## src/logic/dilp_consts.svh

```systemverilog
// constants for the dram init and pattern-load block
`ifndef DILP_CONSTS_SVH
`define DILP_CONSTS_SVH

// ----------------------------------------------------------------
// clock and timing
// ----------------------------------------------------------------
`define DILP_CLK_PERIOD_NS    100
`define DILP_CORE_SETTLE_US   500
`define DILP_SETTLE_CYC       ((`DILP_CORE_SETTLE_US * 1000 + `DILP_CLK_PERIOD_NS - 1) / `DILP_CLK_PERIOD_NS)
`define DILP_RST_HI_MIN       2'h2
`define DILP_ID_MAX           6'h3F

// ----------------------------------------------------------------
// holding register and core words
// ----------------------------------------------------------------
`define DILP_BYTE_W           8
`define DILP_WORD_W           16
`define DILP_NUM_WORDS        16
`define DILP_COL_W            256
`define DILP_BYTES_PER_COL    5'h1F
`define DILP_ROW_W            11
`define DILP_FIFO_DEPTH       16

// ----------------------------------------------------------------
// width field codes and reset value
// ----------------------------------------------------------------
`define DILP_WIDTH_X4         3'h2
`define DILP_WIDTH_X8         3'h3
`define DILP_WIDTH_X16        3'h4
`define DILP_WIDTH_RESET      3'h4
`define DILP_MASK_ALL         16'hFFFF
`define DILP_MASK_LO8         16'h00FF
`define DILP_MASK_HI8         16'hFF00
`define DILP_MASK_Q4          16'h000F

`endif

```

## src/logic/dilp_pkg.sv

```systemverilog
// types for the dram init and pattern-load block
package dilp_pkg;

  // ----------------------------------------------------------------
  // serial init sequencer states
  // ----------------------------------------------------------------
  typedef enum logic [1:0] {
    DILP_S_IDLE    = 2'b00,
    DILP_S_RST_HI  = 2'b01,
    DILP_S_MEASURE = 2'b10,
    DILP_S_DONE    = 2'b11
  } dilp_state_t;

endpackage : dilp_pkg

```

## src/logic/dilp_fifo.sv

```systemverilog
// synchronous valid/ready fifo built from flip-flops
`timescale 1ns/1ps
module dilp_fifo #(
  parameter int unsigned WIDTH = 8,
  parameter int unsigned DEPTH = 16
) (
  input  wire logic             core_clk,
  input  wire logic             rst,
  input  wire logic             in_valid,
  output logic                  in_ready,
  input  wire logic [WIDTH-1:0] in_data,
  output logic                  out_valid,
  input  wire logic             out_ready,
  output logic [WIDTH-1:0]      out_data
);
  localparam int unsigned AW = $clog2(DEPTH);

  logic [WIDTH-1:0] mem_q [DEPTH];
  logic [AW:0]      wr_ptr_q;
  logic [AW:0]      rd_ptr_q;
  wire              push;
  wire              pop;
  wire              full;
  wire              empty;

  assign full      = (wr_ptr_q[AW] != rd_ptr_q[AW]) && (wr_ptr_q[AW-1:0] == rd_ptr_q[AW-1:0]);
  assign empty     = (wr_ptr_q == rd_ptr_q);
  assign in_ready  = !full;
  assign out_valid = !empty;
  assign push      = in_valid && !full;
  assign pop       = out_ready && !empty;
  assign out_data  = mem_q[rd_ptr_q[AW-1:0]];

  always_ff @(posedge core_clk) begin
    if (push) begin
      mem_q[wr_ptr_q[AW-1:0]] <= in_data;
    end
  end

  always_ff @(posedge core_clk or posedge rst) begin
    if (rst) begin
      wr_ptr_q <= '0;
      rd_ptr_q <= '0;
    end else begin
      wr_ptr_q <= wr_ptr_q + (AW+1)'(push);
      rd_ptr_q <= rd_ptr_q + (AW+1)'(pop);
    end
  end

endmodule : dilp_fifo

```

## src/logic/dilp_top.sv

```systemverilog
// dram init sequencer, chain id capture and serial pattern-load holding register
// What this block does
// - after power-up and the core settle time, enter the low-power state
// - serial reset sampled high puts the device into the same low-power state
// - after serial reset control registers hold defaults; the chain id is valid once chain input is seen low
// - conditioning activates take rows from bank row counters stepping one row per increment
// - each pattern-load packet shifts one byte, eight bit positions, into holding
// - one full packet sequence fills exactly one column in the holding register
// - sub-columns per column equal native width over programmed width
// - each column write with a column loaded commits the sub-column chosen by the sub-column select
// - loaded words 0..15 land on core words 15,7,11,3,13,5,9,1,0,8,4,12,2,10,6,14
// - x16 writes all words; x8 and x4 write halves or quarters by select bits
// - serial inputs sampled on falling serial clock; defaults after first reset sample
// - one serial cycle after chain input seen low, drive chain output low
// - count cycles from reset release to chain input low as six-bit id
`timescale 1ns/1ps
`include "dilp_consts.svh"
module dilp_top
  import dilp_pkg::*;
#(
  parameter int unsigned SETTLE_CYCLES = `DILP_SETTLE_CYC
) (
  input  wire logic         core_clk,
  input  wire logic         rst,
  input  wire logic         serial_clk,
  input  wire logic         serial_reset,
  input  wire logic         chain_input,
  output logic              chain_output,
  output logic [5:0]        chain_position_id,
  output logic              id_valid,
  output logic              low_power,
  input  wire logic         powerdown_exit,
  input  wire logic         width_wr,
  input  wire logic [2:0]   width_cfg,
  output logic [2:0]        programmed_width,
  input  wire logic         refresh_activate_increment,
  output logic [10:0]       bank_row_counter,
  input  wire logic         pattern_valid,
  input  wire logic [7:0]   pattern_byte,
  output logic              pattern_ready,
  output logic              column_loaded,
  input  wire logic         col_wr_valid,
  input  wire logic [3:0]   subcolumn_select,
  output logic              core_wr_valid,
  output logic [15:0]       core_wr_enable,
  output logic [255:0]      core_word
);

  // ----------------------------------------------------------------
  // power-on settle
  // ----------------------------------------------------------------
  logic [31:0] settle_cnt_q;
  logic        settle_done_q;
  wire         settle_hit;

  assign settle_hit = !settle_done_q && (settle_cnt_q == SETTLE_CYCLES - 1);

  always_ff @(posedge core_clk or posedge rst) begin
    if (rst) begin
      settle_cnt_q  <= '0;
      settle_done_q <= 1'b0;
    end else if (!settle_done_q) begin
      settle_cnt_q  <= settle_cnt_q + 32'h1;
      settle_done_q <= settle_hit;
    end
  end

  // ----------------------------------------------------------------
  // pin synchronisers and falling serial clock detect
  // ----------------------------------------------------------------
  logic [2:0] sync1_q;
  logic [2:0] sync2_q;
  logic       sck_prev_q;
  wire        sck_s;
  wire        rst_s;
  wire        chain_s;
  wire        fall;

  assign sck_s   = sync2_q[2];
  assign rst_s   = sync2_q[1];
  assign chain_s = sync2_q[0];
  assign fall    = sck_prev_q && !sck_s;

  always_ff @(posedge core_clk or posedge rst) begin
    if (rst) begin
      sync1_q    <= 3'h0;
      sync2_q    <= 3'h0;
      sck_prev_q <= 1'b0;
    end else begin
      sync1_q    <= {serial_clk, serial_reset, chain_input};
      sync2_q    <= sync1_q;
      sck_prev_q <= sck_s;
    end
  end

  // ----------------------------------------------------------------
  // serial reset and chain id measurement
  // ----------------------------------------------------------------
  dilp_state_t state_q;
  logic [1:0]  hi_cnt_q;
  logic [5:0]  meas_cnt_q;
  logic        drop_pending_q;
  wire         reset_edge;
  wire         release_edge;
  wire         meas_hit;
  wire  [5:0]  id_now;

  assign reset_edge   = fall && rst_s;
  assign release_edge = fall && !rst_s && (state_q == DILP_S_RST_HI)
                        && (hi_cnt_q >= `DILP_RST_HI_MIN);
  assign meas_hit     = !chain_s && (release_edge || (fall && state_q == DILP_S_MEASURE));
  assign id_now       = release_edge ? 6'h00 :
                        (meas_cnt_q == `DILP_ID_MAX) ? `DILP_ID_MAX : meas_cnt_q + 6'h01;

  always_ff @(posedge core_clk or posedge rst) begin
    if (rst) begin
      state_q           <= DILP_S_IDLE;
      hi_cnt_q          <= 2'h0;
      meas_cnt_q        <= 6'h00;
      drop_pending_q    <= 1'b0;
      chain_output      <= 1'b0;
      chain_position_id <= 6'h00;
      id_valid          <= 1'b0;
    end else if (reset_edge) begin
      if (state_q == DILP_S_RST_HI) begin
        chain_output <= 1'b1;
      end
      state_q        <= DILP_S_RST_HI;
      hi_cnt_q       <= (hi_cnt_q == 2'h3) ? 2'h3 : hi_cnt_q + 2'h1;
      id_valid       <= 1'b0;
      drop_pending_q <= 1'b0;
    end else if (fall) begin
      hi_cnt_q <= 2'h0;
      case (state_q)
        DILP_S_RST_HI: begin
          chain_output <= 1'b1;
          meas_cnt_q   <= 6'h00;
          state_q      <= release_edge ? DILP_S_MEASURE : DILP_S_IDLE;
        end
        DILP_S_MEASURE: begin
          meas_cnt_q <= id_now;
        end
        DILP_S_DONE: begin
          if (drop_pending_q) begin
            chain_output   <= 1'b0;
            drop_pending_q <= 1'b0;
          end
        end
        default: begin
        end
      endcase
      if (meas_hit) begin
        chain_position_id <= id_now;
        id_valid          <= 1'b1;
        drop_pending_q    <= 1'b1;
        state_q           <= DILP_S_DONE;
      end
    end
  end

  // ----------------------------------------------------------------
  // low-power state, width register, bank row counter
  // ----------------------------------------------------------------
  always_ff @(posedge core_clk or posedge rst) begin
    if (rst) begin
      low_power        <= 1'b0;
      programmed_width <= `DILP_WIDTH_RESET;
      bank_row_counter <= '0;
    end else if (reset_edge) begin
      low_power        <= 1'b1;
      programmed_width <= `DILP_WIDTH_RESET;
      bank_row_counter <= '0;
    end else begin
      if (settle_hit) begin
        low_power <= 1'b1;
      end else if (powerdown_exit) begin
        low_power <= 1'b0;
      end
      if (width_wr) begin
        programmed_width <= width_cfg;
      end
      if (refresh_activate_increment) begin
        bank_row_counter <= bank_row_counter + 11'h001;
      end
    end
  end

  // ----------------------------------------------------------------
  // pattern byte fifo and holding register
  // ----------------------------------------------------------------
  logic [255:0] hold_q;
  logic [4:0]   byte_cnt_q;
  wire          fifo_valid;
  wire  [7:0]   fifo_data;
  wire          drain_ready;
  wire          take;

  // a column write in flight or a serial reset stalls the shifter
  assign drain_ready = !col_wr_valid && !reset_edge;
  assign take        = fifo_valid && drain_ready;

  dilp_fifo #(
    .WIDTH (`DILP_BYTE_W),
    .DEPTH (`DILP_FIFO_DEPTH)
  ) u_fifo (
    .core_clk  (core_clk),
    .rst       (rst),
    .in_valid  (pattern_valid),
    .in_ready  (pattern_ready),
    .in_data   (pattern_byte),
    .out_valid (fifo_valid),
    .out_ready (drain_ready),
    .out_data  (fifo_data)
  );

  always_ff @(posedge core_clk or posedge rst) begin
    if (rst) begin
      hold_q        <= '0;
      byte_cnt_q    <= 5'h00;
      column_loaded <= 1'b0;
    end else if (reset_edge) begin
      byte_cnt_q    <= 5'h00;
      column_loaded <= 1'b0;
    end else if (take) begin
      hold_q        <= {hold_q[247:0], fifo_data};
      byte_cnt_q    <= byte_cnt_q + 5'h01;
      column_loaded <= (byte_cnt_q == `DILP_BYTES_PER_COL);
    end
  end

  // ----------------------------------------------------------------
  // column commit: word map and sub-column mask
  // ----------------------------------------------------------------
  wire [255:0] mapped;
  wire [15:0]  mask_x8;
  wire [15:0]  mask_x4;
  wire [15:0]  wr_mask;
  wire         commit;

  // even core word c takes loaded word 8 + bitrev3(c[3:1]), odd c takes 7 - bitrev3(c[3:1])
  // loaded word 0 sits at the top of hold
  for (genvar c = 0; c < `DILP_NUM_WORDS; c++) begin : g_map
    localparam int B = ((c & 2) << 1) | ((c & 4) >> 1) | ((c & 8) >> 3);
    localparam int L = ((c & 1) != 0) ? (7 - B) : (8 + B);
    assign mapped[c*16 +: 16] = hold_q[255 - 16*L -: 16];
  end

  // sub-column count is 16 / width: one for x16, two for x8, four for x4
  assign mask_x8 = subcolumn_select[3] ? `DILP_MASK_HI8 : `DILP_MASK_LO8;
  assign mask_x4 = `DILP_MASK_Q4 << {subcolumn_select[3:2], 2'b00};
  assign wr_mask = (programmed_width == `DILP_WIDTH_X8) ? mask_x8 :
                   (programmed_width == `DILP_WIDTH_X4) ? mask_x4 : `DILP_MASK_ALL;
  assign commit  = col_wr_valid && column_loaded;

  always_ff @(posedge core_clk or posedge rst) begin
    if (rst) begin
      core_wr_valid  <= 1'b0;
      core_wr_enable <= 16'h0000;
      core_word      <= '0;
    end else begin
      core_wr_valid <= commit;
      if (commit) begin
        core_wr_enable <= wr_mask;
        core_word      <= mapped;
      end
    end
  end
endmodule : dilp_top

```

## config.mk

```make
export PLATFORM = sky130hd
export DESIGN_NAME = dilp_top
export DESIGN_NICKNAME = d
export VERILOG_FILES = /design/src/logic/dilp_pkg.sv /design/src/logic/dilp_fifo.sv /design/src/logic/dilp_top.sv
export VERILOG_INCLUDE_DIRS = /design/src /design/src/logic
export SDC_FILE = /design/constraint.sdc
export NUM_CORES = 1
export LEC_CHECK = 0
export BUFFER_PORTS_ARGS = -buffer_cell sky130_fd_sc_hd__buf_4
export CORE_MARGIN = 4
export CORE_UTILIZATION = 55
export CTS_BUF_LIST = sky130_fd_sc_hd__clkbuf_16
export DETAILED_ROUTE_END_ITERATION = 10
export GPL_TIMING_DRIVEN = 0
export PLACE_DENSITY = 0.76
export SLEW_MARGIN = 15
export SYNTH_ARGS = -nofsm -noshare
export SYNTH_HDL_FRONTEND = slang
export SYNTH_SLANG_ARGS = --single-unit
```

## constraint.sdc

```tcl
create_clock -name core_clk -period 37.7 [get_ports core_clk]
set_clock_uncertainty 0.1 [all_clocks]
set_input_delay 7.54 -clock core_clk [delete_from_list [all_inputs] [get_ports core_clk]]
set_output_delay 7.54 -clock core_clk [all_outputs]
set_load 0.05 [all_outputs]
```

==> results of run 1 <==
-- metal layers --
layer,vias up,GRT usage (%),routed length (um)
met1,10300,35.1,29600
met4,0,9.11,2420
li1,9723,-,-
met5,-,0,0
met2,721,42.7,34700
met3,145,5.55,5220
-- worst min path at each step --
| stage | start | to | slack [ns] | cells after the start |
|---|---|---|---|---|
| 6_report | sync1_q[0]$_DFF_PP0_ | sync2_q[0]$_DFF_PP0_ | 0.25 | 0 |
| 5_1_grt | sync1_q[2]$_DFF_PP0_ | sync2_q[2]$_DFF_PP0_ | 0.26 | 0 |
| 4_1_cts | sync1_q[0]$_DFF_PP0_ | sync2_q[0]$_DFF_PP0_ | 0.25 | 0 |
| 3_5_place_dp | sync1_q[0]$_DFF_PP0_ | sync2_q[0]$_DFF_PP0_ | 0.23 | 0 |
| 3_3_place_gp | sync1_q[2]$_DFF_PP0_ | sync2_q[2]$_DFF_PP0_ | 0.23 | 0 |
| 2_1_floorplan | sync1_q[0]$_DFF_PP0_ | sync2_q[0]$_DFF_PP0_ | 0.23 | 0 |
-- Yosys cell counts, types with 4 or more instances --
cell type,n
nand2_1,1554
dfrtp_1,606
edfxtp_1,128
clkbuf_1,73
nor2_1,54
buf_2,50
a21oi_1,32
xor2_1,29
xnor2_1,26
mux4_2,24
nand3_1,23
nor2b_1,18
mux2_2,15
mux2i_1,15
buf_4,14
ha_1,12
inv_1,11
nand4_1,11
nor3_1,11
a211oi_1,10
and3_1,10
buf_1,9
o21ai_0,9
a2111oi_0,8
nand2b_1,7
nor4_1,7
and4_1,4
-- logic make-up after synthesis --
family                     synth area share, %
adders and majority gates                0.528
buffers and inverters                     2.52
and+or+nand+nor                           23.7
xor gates and xnor gates                  1.69
AOI/OAI and AO/OA                         1.62
DFF                                       66.9
muxes                                     3.02
-- power by group through the flow --
stage / clock network, mW / registers (mW) / logic (mW)
floorplan: 0 / 1.06 / 0.258
global placement: 0 / 1.06 / 0.377
detailed placement: 0 / 1.07 / 0.395
CTS: 0.732 / 1.05 / 0.399
global route: 0.768 / 1.07 / 0.444
finish: 0.721 / 1.05 / 0.396
-- layout make-up --
type | instances | area, um2
fillers | 3841 | 16900
repair buffers | 326 | 2570
multi-input cells | 1912 | 8700
plain buffers | 147 | 668
inverters | 13 | 56.3
clock inverters | 57 | 407
flip-flops and latches | 735 | 19000
well taps | 680 | 851
clock buffers | 79 | 1980
-- sequential cells by signal, indices dropped and copies added (netlist names), 2 cells and up --
| name | flops |
|---|---|
| sync1_q | 3 |
| core_wr_enable | 4 |
| bank_row_counter | 11 |
| hold_q | 256 |
| u_fifo.wr_ptr_q | 5 |
| settle_cnt_q | 32 |
| sync2_q | 3 |
| programmed_width | 3 |
| u_fifo.rd_ptr_q | 5 |
| hi_cnt_q | 2 |
| core_word | 256 |
| u_fifo.mem_q | 128 |
| byte_cnt_q | 5 |
| meas_cnt_q | 6 |
| chain_position_id | 6 |
| state_q | 2 |
==> qor.txt, run 1 <==
SETUP PATH
-------------------------------------------------------------------------------------------------
Maximum fanout count along the critical path                                                   10
Stages on worst setup path                                                                      5
Kind of cell adding the most delay to the critical path                              simple AND/OR/NAND/NOR gates
Reg-to-reg endpoint                                                                  u_fifo.rd_ptr_q[4]$_DFF_PP0_
Worst R2R Start                                                                      u_fifo.rd_ptr_q[0]$_DFF_PP0_
Cell type of the slowest stage on the worst timing path                                    nor4_1
Worst Setup SP                                                                       u_fifo.rd_ptr_q[0]$_DFF_PP0_
Kind of start point of the critical path                                                     flop
Number of cells on the worst reg-to-reg path                                                   11
Data arrival time of the critical path                                                    2.25 ns
Critical path class                                                                    reg -> out
Delay of the slowest cell on the worst path                                               0.53 ns
Reg-to-reg setup timing slack                                                            34.45 ns
Endpoint type of the worst setup path                                                  output pin
Capture point of the worst path                                                      pattern_ready
Sum of buffers and inverters on the critical path                                               2
Ordered cell list for the critical path                                              clkbuf_2 -> xor2_1 -> nor4_1 -> nand2_1 -> buf_4
Required time of the worst setup path                                                    30.06 ns

FINISH
-------------------------------------------------------------------------------------------------
Leading cell types in the layout, fill and taps excluded                             1554 x nand2_1, 606 x dfrtp_1, 334 x buf_4
Signed area change from the synthesized netlist to the final layout                         20.5%
Total Nets Final                                                                             3247
Diodes inserted                                                                                 0
Util after Layout                                                                           66.9%
Ratio of cells with drive above 1 in the final layout                                       16.8%
Most common cell after layout, fill and taps aside                                        nand2_1
Non-Filler Cell Area, Final                                                            0.0343 mm2
Non-filler instance count after layout                                                       3949

GRT
-------------------------------------------------------------------------------------------------
Congestion Overflow GR                                                                          0
Vias in the first global route                                                              21000
Total Routing Usage GR                                                                      26.1%
Number of antenna violations at the first check in global routing                               0
Wire length of the first global-routing pass                                            115000 um
Largest net degree at the start of global routing                                             118

LOGIC SYNTHESIS
-------------------------------------------------------------------------------------------------
Number of enable flip-flop cells after synthesis                                              128
Cell taking the most area after synthesis                                                 dfrtp_1
Proportion of synthesized chip area in sequential cells                                     66.9%
Synthesized cell area                                                                  0.0284 mm2
Warning count from the yosys run                                                                0
Number of cells produced by synthesis                                                        2807
Number of distinct library cell variants in the gate-level netlist after synthesis             53
Top cells by area in the synthesized netlist                                         dfrtp_1 53%, nand2_1 21%, edfxtp_1 14%
Synth Flop Type                                                                           dfrtp_1
FFs w/ async S/R, synth                                                                     82.6%
Net count of the mapped netlist                                                              2844
Flop and latch count out of synthesis                                                         735
Avg Inst Size Synth                                                                      10.1 um2
Proportion of netlist area held by the largest area contributor                             53.3%

POWER
-------------------------------------------------------------------------------------------------
Switching power total                                                                      669 uW
Sw Share                                                                                    30.8%
Sequential cell fraction of total power                                                     48.6%
Post-layout power                                                                         2.17 mW
Total power divided by cell area                                                      63.4 mW/mm2
Reported leakage power                                                                    18.2 nW
Int Pwr                                                                                   1.50 mW
Clock network power share                                                                   33.2%
Part of the power in combinational logic                                                    18.2%
Worst VDD drop                                                                          0.0503 mV

FLOORPLAN
-------------------------------------------------------------------------------------------------
Starting Density                                                                            55.5%
Core area                                                                              0.0512 mm2
Floorplan die area                                                                     0.0554 mm2
Die X                                                                                      235 um
Vert. Die Dim                                                                              235 um
Boundary Pins                                                                                 323
Floorplan row count                                                                            83

CLOCK NETWORK
-------------------------------------------------------------------------------------------------
TritonCTS sink count                                                                          735
Cell at the root of the clock tree                                                      clkbuf_16
Clock Latency Late Sink                                                                   0.60 ns
Maximum count of clock buffers along a single path                                              3
Clock tree from TritonCTS                                                                    done
Number of hold buffers added after cts                                                          0
Number of setup buffers added after CTS                                                         0
Clock Pin Slew Worst Setup and Hold Paths                                                 0.06 ns
H-tree level count                                                                              3
Total clock buffers created by CTS                                                             75
Number of gates resized after cts                                                               0

STA
-------------------------------------------------------------------------------------------------
Worst hold slack                                                                         0.246 ns
Share of the cycle needed by the critical path after routing                                26.2%
Fin. max-slew vios                                                                              0
Minimum clock period                                                                      9.89 ns
Hold Violations, Final                                                                          0
Worst slew pin tran                                                                      0.939 ns
Upper clock frequency limit                                                               101 MHz
Number of endpoints failing setup at the final stage                                            0
Final setup TNS                                                                              0 ns
Final WS setup                                                                           27.81 ns
Tightest slew margin relative to the limit                                                  37.4%
RSZ-0062 raised after global routing                                                           no

DRT
-------------------------------------------------------------------------------------------------
Number of vias per cell after detailed routing                                               5.29
Antenna-violating nets left                                                                     0
Initial DRT Pass Iterations                                                                     8
DR iter-0 viols                                                                              1648
Total DRC errors in the routed layout                                                           0
Routed len/inst                                                                           18.2 um
Aggregate routed wire length                                                             72000 um
Detailed-route via count                                                                    20900

PLACED DESIGN
-------------------------------------------------------------------------------------------------
# placed instances                                                                           3813
Placed Area                                                                            0.0319 mm2
Input/output buffers                                                                          320
Placer Congestion                                                                           0.909
Worst slack at placement                                                                 27.68 ns
Detailed placer's ending HPWL                                                            51500 um

RUN STATUS
-------------------------------------------------------------------------------------------------
Run status                                                                           finished clean

FLOW RUN
-------------------------------------------------------------------------------------------------
Count of maximum capacitance violations                                                         0

WORST HOLD PATH
-------------------------------------------------------------------------------------------------
HP Class                                                                               reg -> reg

Note: power is estimated with default switching activity, not from simulation.
==> run 2: changes to the inputs <==
==> constraint.sdc (replaced) <==
create_clock -name core_clk -period 10.2 [get_ports core_clk]
set_clock_uncertainty 0.1 [all_clocks]
set_input_delay 2.04 -clock core_clk [delete_from_list [all_inputs] [get_ports core_clk]]
set_output_delay 2.04 -clock core_clk [all_outputs]
set_load 0.05 [all_outputs]
==> qor.txt, run 2 (synthesis gave the netlist of run 1 again) <==
GRT
----------------------------------------------------------------------------------
Global-route track usage on met2                                             42.8%   +0.053 points
Total Routing Usage GR                                                       26.5%   +0.42 points
Largest net degree at the start of global routing                               40   -66%
Congestion Overflow GR                                                           0   unchanged
Met3 capacity usage during global routing                                    5.59%   +0.035 points
M1 GR Usage                                                                  35.7%   +0.66 points
Number of antenna violations at the first check in global routing                1   +1
Most used routing layer                                                       met2
Vias in the first global route                                               21200   +0.76%
Wire length of the first global-routing pass                             117000 um   +1.4%

DRT
----------------------------------------------------------------------------------
Number of vias per cell after detailed routing                                5.29   +0.11%
Initial DRT Pass Iterations                                                      6   -2
Detailed-route via count                                                     21000   +0.32%
Total DRC errors in the routed layout                                            0   unchanged
Routed len/inst                                                            18.5 um   +1.3%
Aggregate routed wire length                                              73100 um   +1.5%
DR iter-0 viols                                                               1878   +14%
Antenna-violating nets left                                                      0   unchanged

FINISH
----------------------------------------------------------------------------------
Signed area change from the synthesized netlist to the final layout          21.2%
Most common cell after layout, fill and taps aside                         nand2_1
Non-filler instance count after layout                                        3957   +0.20%
Ratio of cells with drive above 1 in the final layout                        17.1%   +0.36 points
Leading cell types in the layout, fill and taps excluded              1554 x nand2_1, 606 x dfrtp_1, 334 x buf_4
Diodes inserted                                                                  0   unchanged
Total Nets Final                                                              3257   +0.31%
Fill cell count                                                               3900   +1.5%

STA
----------------------------------------------------------------------------------
Number of endpoints failing setup at the final stage                             0   unchanged
Worst slew pin tran                                                        1.04 ns   +0.0998 ns
Tightest slew margin relative to the limit                                   30.8%   -6.7 points
Share of the cycle needed by the critical path after routing                 42.6%
Minimum clock period                                                       4.35 ns
Fin. max-slew vios                                                               0   unchanged
Upper clock frequency limit                                                230 MHz
RSZ-0062 raised after global routing                                            no
Hold Violations, Final                                                           0   unchanged
Final setup TNS                                                               0 ns   unchanged

CLOCK NETWORK
----------------------------------------------------------------------------------
Maximum count of clock buffers along a single path                               3   unchanged
Cell at the root of the clock tree                                       clkbuf_16
Number of gates resized after cts                                                0   unchanged
Clock Pin Slew Worst Setup and Hold Paths                                  0.06 ns   about the same
Total clock buffers created by CTS                                              73   -2.7%
H-tree level count                                                               3   unchanged
Number of setup buffers added after CTS                                          0   unchanged
Number of hold buffers added after cts                                           0   unchanged
TritonCTS sink count                                                           735   unchanged
Clock tree from TritonCTS                                                     done
Clock Latency Late Sink                                                    0.60 ns   about the same

FLOORPLAN
----------------------------------------------------------------------------------
Boundary Pins                                                                  323   unchanged
Floorplan row count                                                             83   unchanged
Starting Density                                                             55.5%   unchanged
Core area                                                               0.0512 mm2   unchanged
Floorplan die area                                                      0.0554 mm2   unchanged
Vert. Die Dim                                                               235 um   unchanged
Die X                                                                       235 um   unchanged

WORST HOLD PATH
----------------------------------------------------------------------------------
HP Class                                                                reg -> reg

PLACED DESIGN
----------------------------------------------------------------------------------
Input/output buffers                                                           320   unchanged
Placer Congestion                                                            0.883   -2.9%
# placed instances                                                            3825   +0.31%
Detailed placer's ending HPWL                                             52600 um   +2.2%

SETUP PATH
----------------------------------------------------------------------------------
Required time of the worst setup path                                      8.06 ns   -22.00 ns
Endpoint type of the worst setup path                                   output pin
Data arrival time of the critical path                                     2.21 ns   -0.04 ns
Maximum fanout count along the critical path                                    10   unchanged
Critical path class                                                     reg -> out
Kind of start point of the critical path                                      flop

POWER
----------------------------------------------------------------------------------
Total power divided by cell area                                        234 mW/mm2   +270%
Reported leakage power                                                     18.3 nW   +0.45%
Worst VDD drop                                                            0.174 mV   +250%

RUN STATUS
----------------------------------------------------------------------------------
Run status                                                            finished clean

FLOW RUN
----------------------------------------------------------------------------------
Count of maximum capacitance violations                                          0   unchanged

-- run 2: cell types whose count changed in the layout (fill, tap and decap cells not counted), sizes merged --
cell | previous run | this run
inv | 37 | 36
clkinv | 25 | 19
buf | 399 | 411
clkbuf | 153 | 151
bufinv | 6 | 8
clkinvlp | 2 | 5
-- run 2: cell type report --
class	instances	area [um2]	area share, %
Buffer	147	668	1.94
Clock buffer	77	1930	5.59
Clock inverter	55	459	1.33
Inverter	13	52.6	0.152
Multi-Input combinational cell	1912	8700	25.3
Sequential cell	735	19000	55.2
Tap cell	680	851	2.47
Timing Repair Buffer	338	2770	8.04
-- run 2: stage by stage --
stage	total power [mW]	hold slack [ns]	instance area, um2	worst slack [ns]	util [%]
after detailed placement	5.41	0.236	32100	5.67	62.6
after CTS	8.10	0.250	34500	5.79	67.3
after global routing	8.46	0.256	34500	5.75	67.3
after global placement	5.33	0.234	31700	-3.01	61.9
final	8.06	0.257	34500	5.85	67.3
after floorplan	4.87	0.231	28400	-0.220	-
-- run 2: routing by layer --
layer	up-vias	part of all wire [%]
met5	-	0.018
met1	10300	41
li1	9744	-
met4	2	4.0
met3	155	7.0
met2	707	48
-- run 2: path summary, 6_finish.rpt --
path / to / cells after the start / slack (ns) / from
min reg2reg: sync2_q[2]$_DFF_PP0_ / 0 / 0.26 / sync1_q[2]$_DFF_PP0_
max in group asynchronous: core_word[211]$_DFFE_PP0P_ / 7 / 7.14 / rst
max reg2reg: u_fifo.rd_ptr_q[4]$_DFF_PP0_ / 11 / 6.99 / u_fifo.rd_ptr_q[0]$_DFF_PP0_
max: pattern_ready / 5 / 5.85 / u_fifo.rd_ptr_q[0]$_DFF_PP0_
min: sync2_q[2]$_DFF_PP0_ / 0 / 0.26 / sync1_q[2]$_DFF_PP0_
min in group asynchronous: core_word[78]$_DFFE_PP0P_ / 2 / 1.38 / rst
-- run 2: worst max-delay path, stage by stage (launching register included) --
cell	delay, ns
dfrtp_1	0.38
clkbuf_2	0.20
xor2_1	0.19
nor4_1	0.50
nand2_1	0.13
buf_4	0.21
-- run 2: power breakdown --
group,switching (mW),total (mW),internal (mW)
clock network,1.11,2.68,1.57
logic,0.944,1.48,0.533
registers,0.423,3.90,3.48
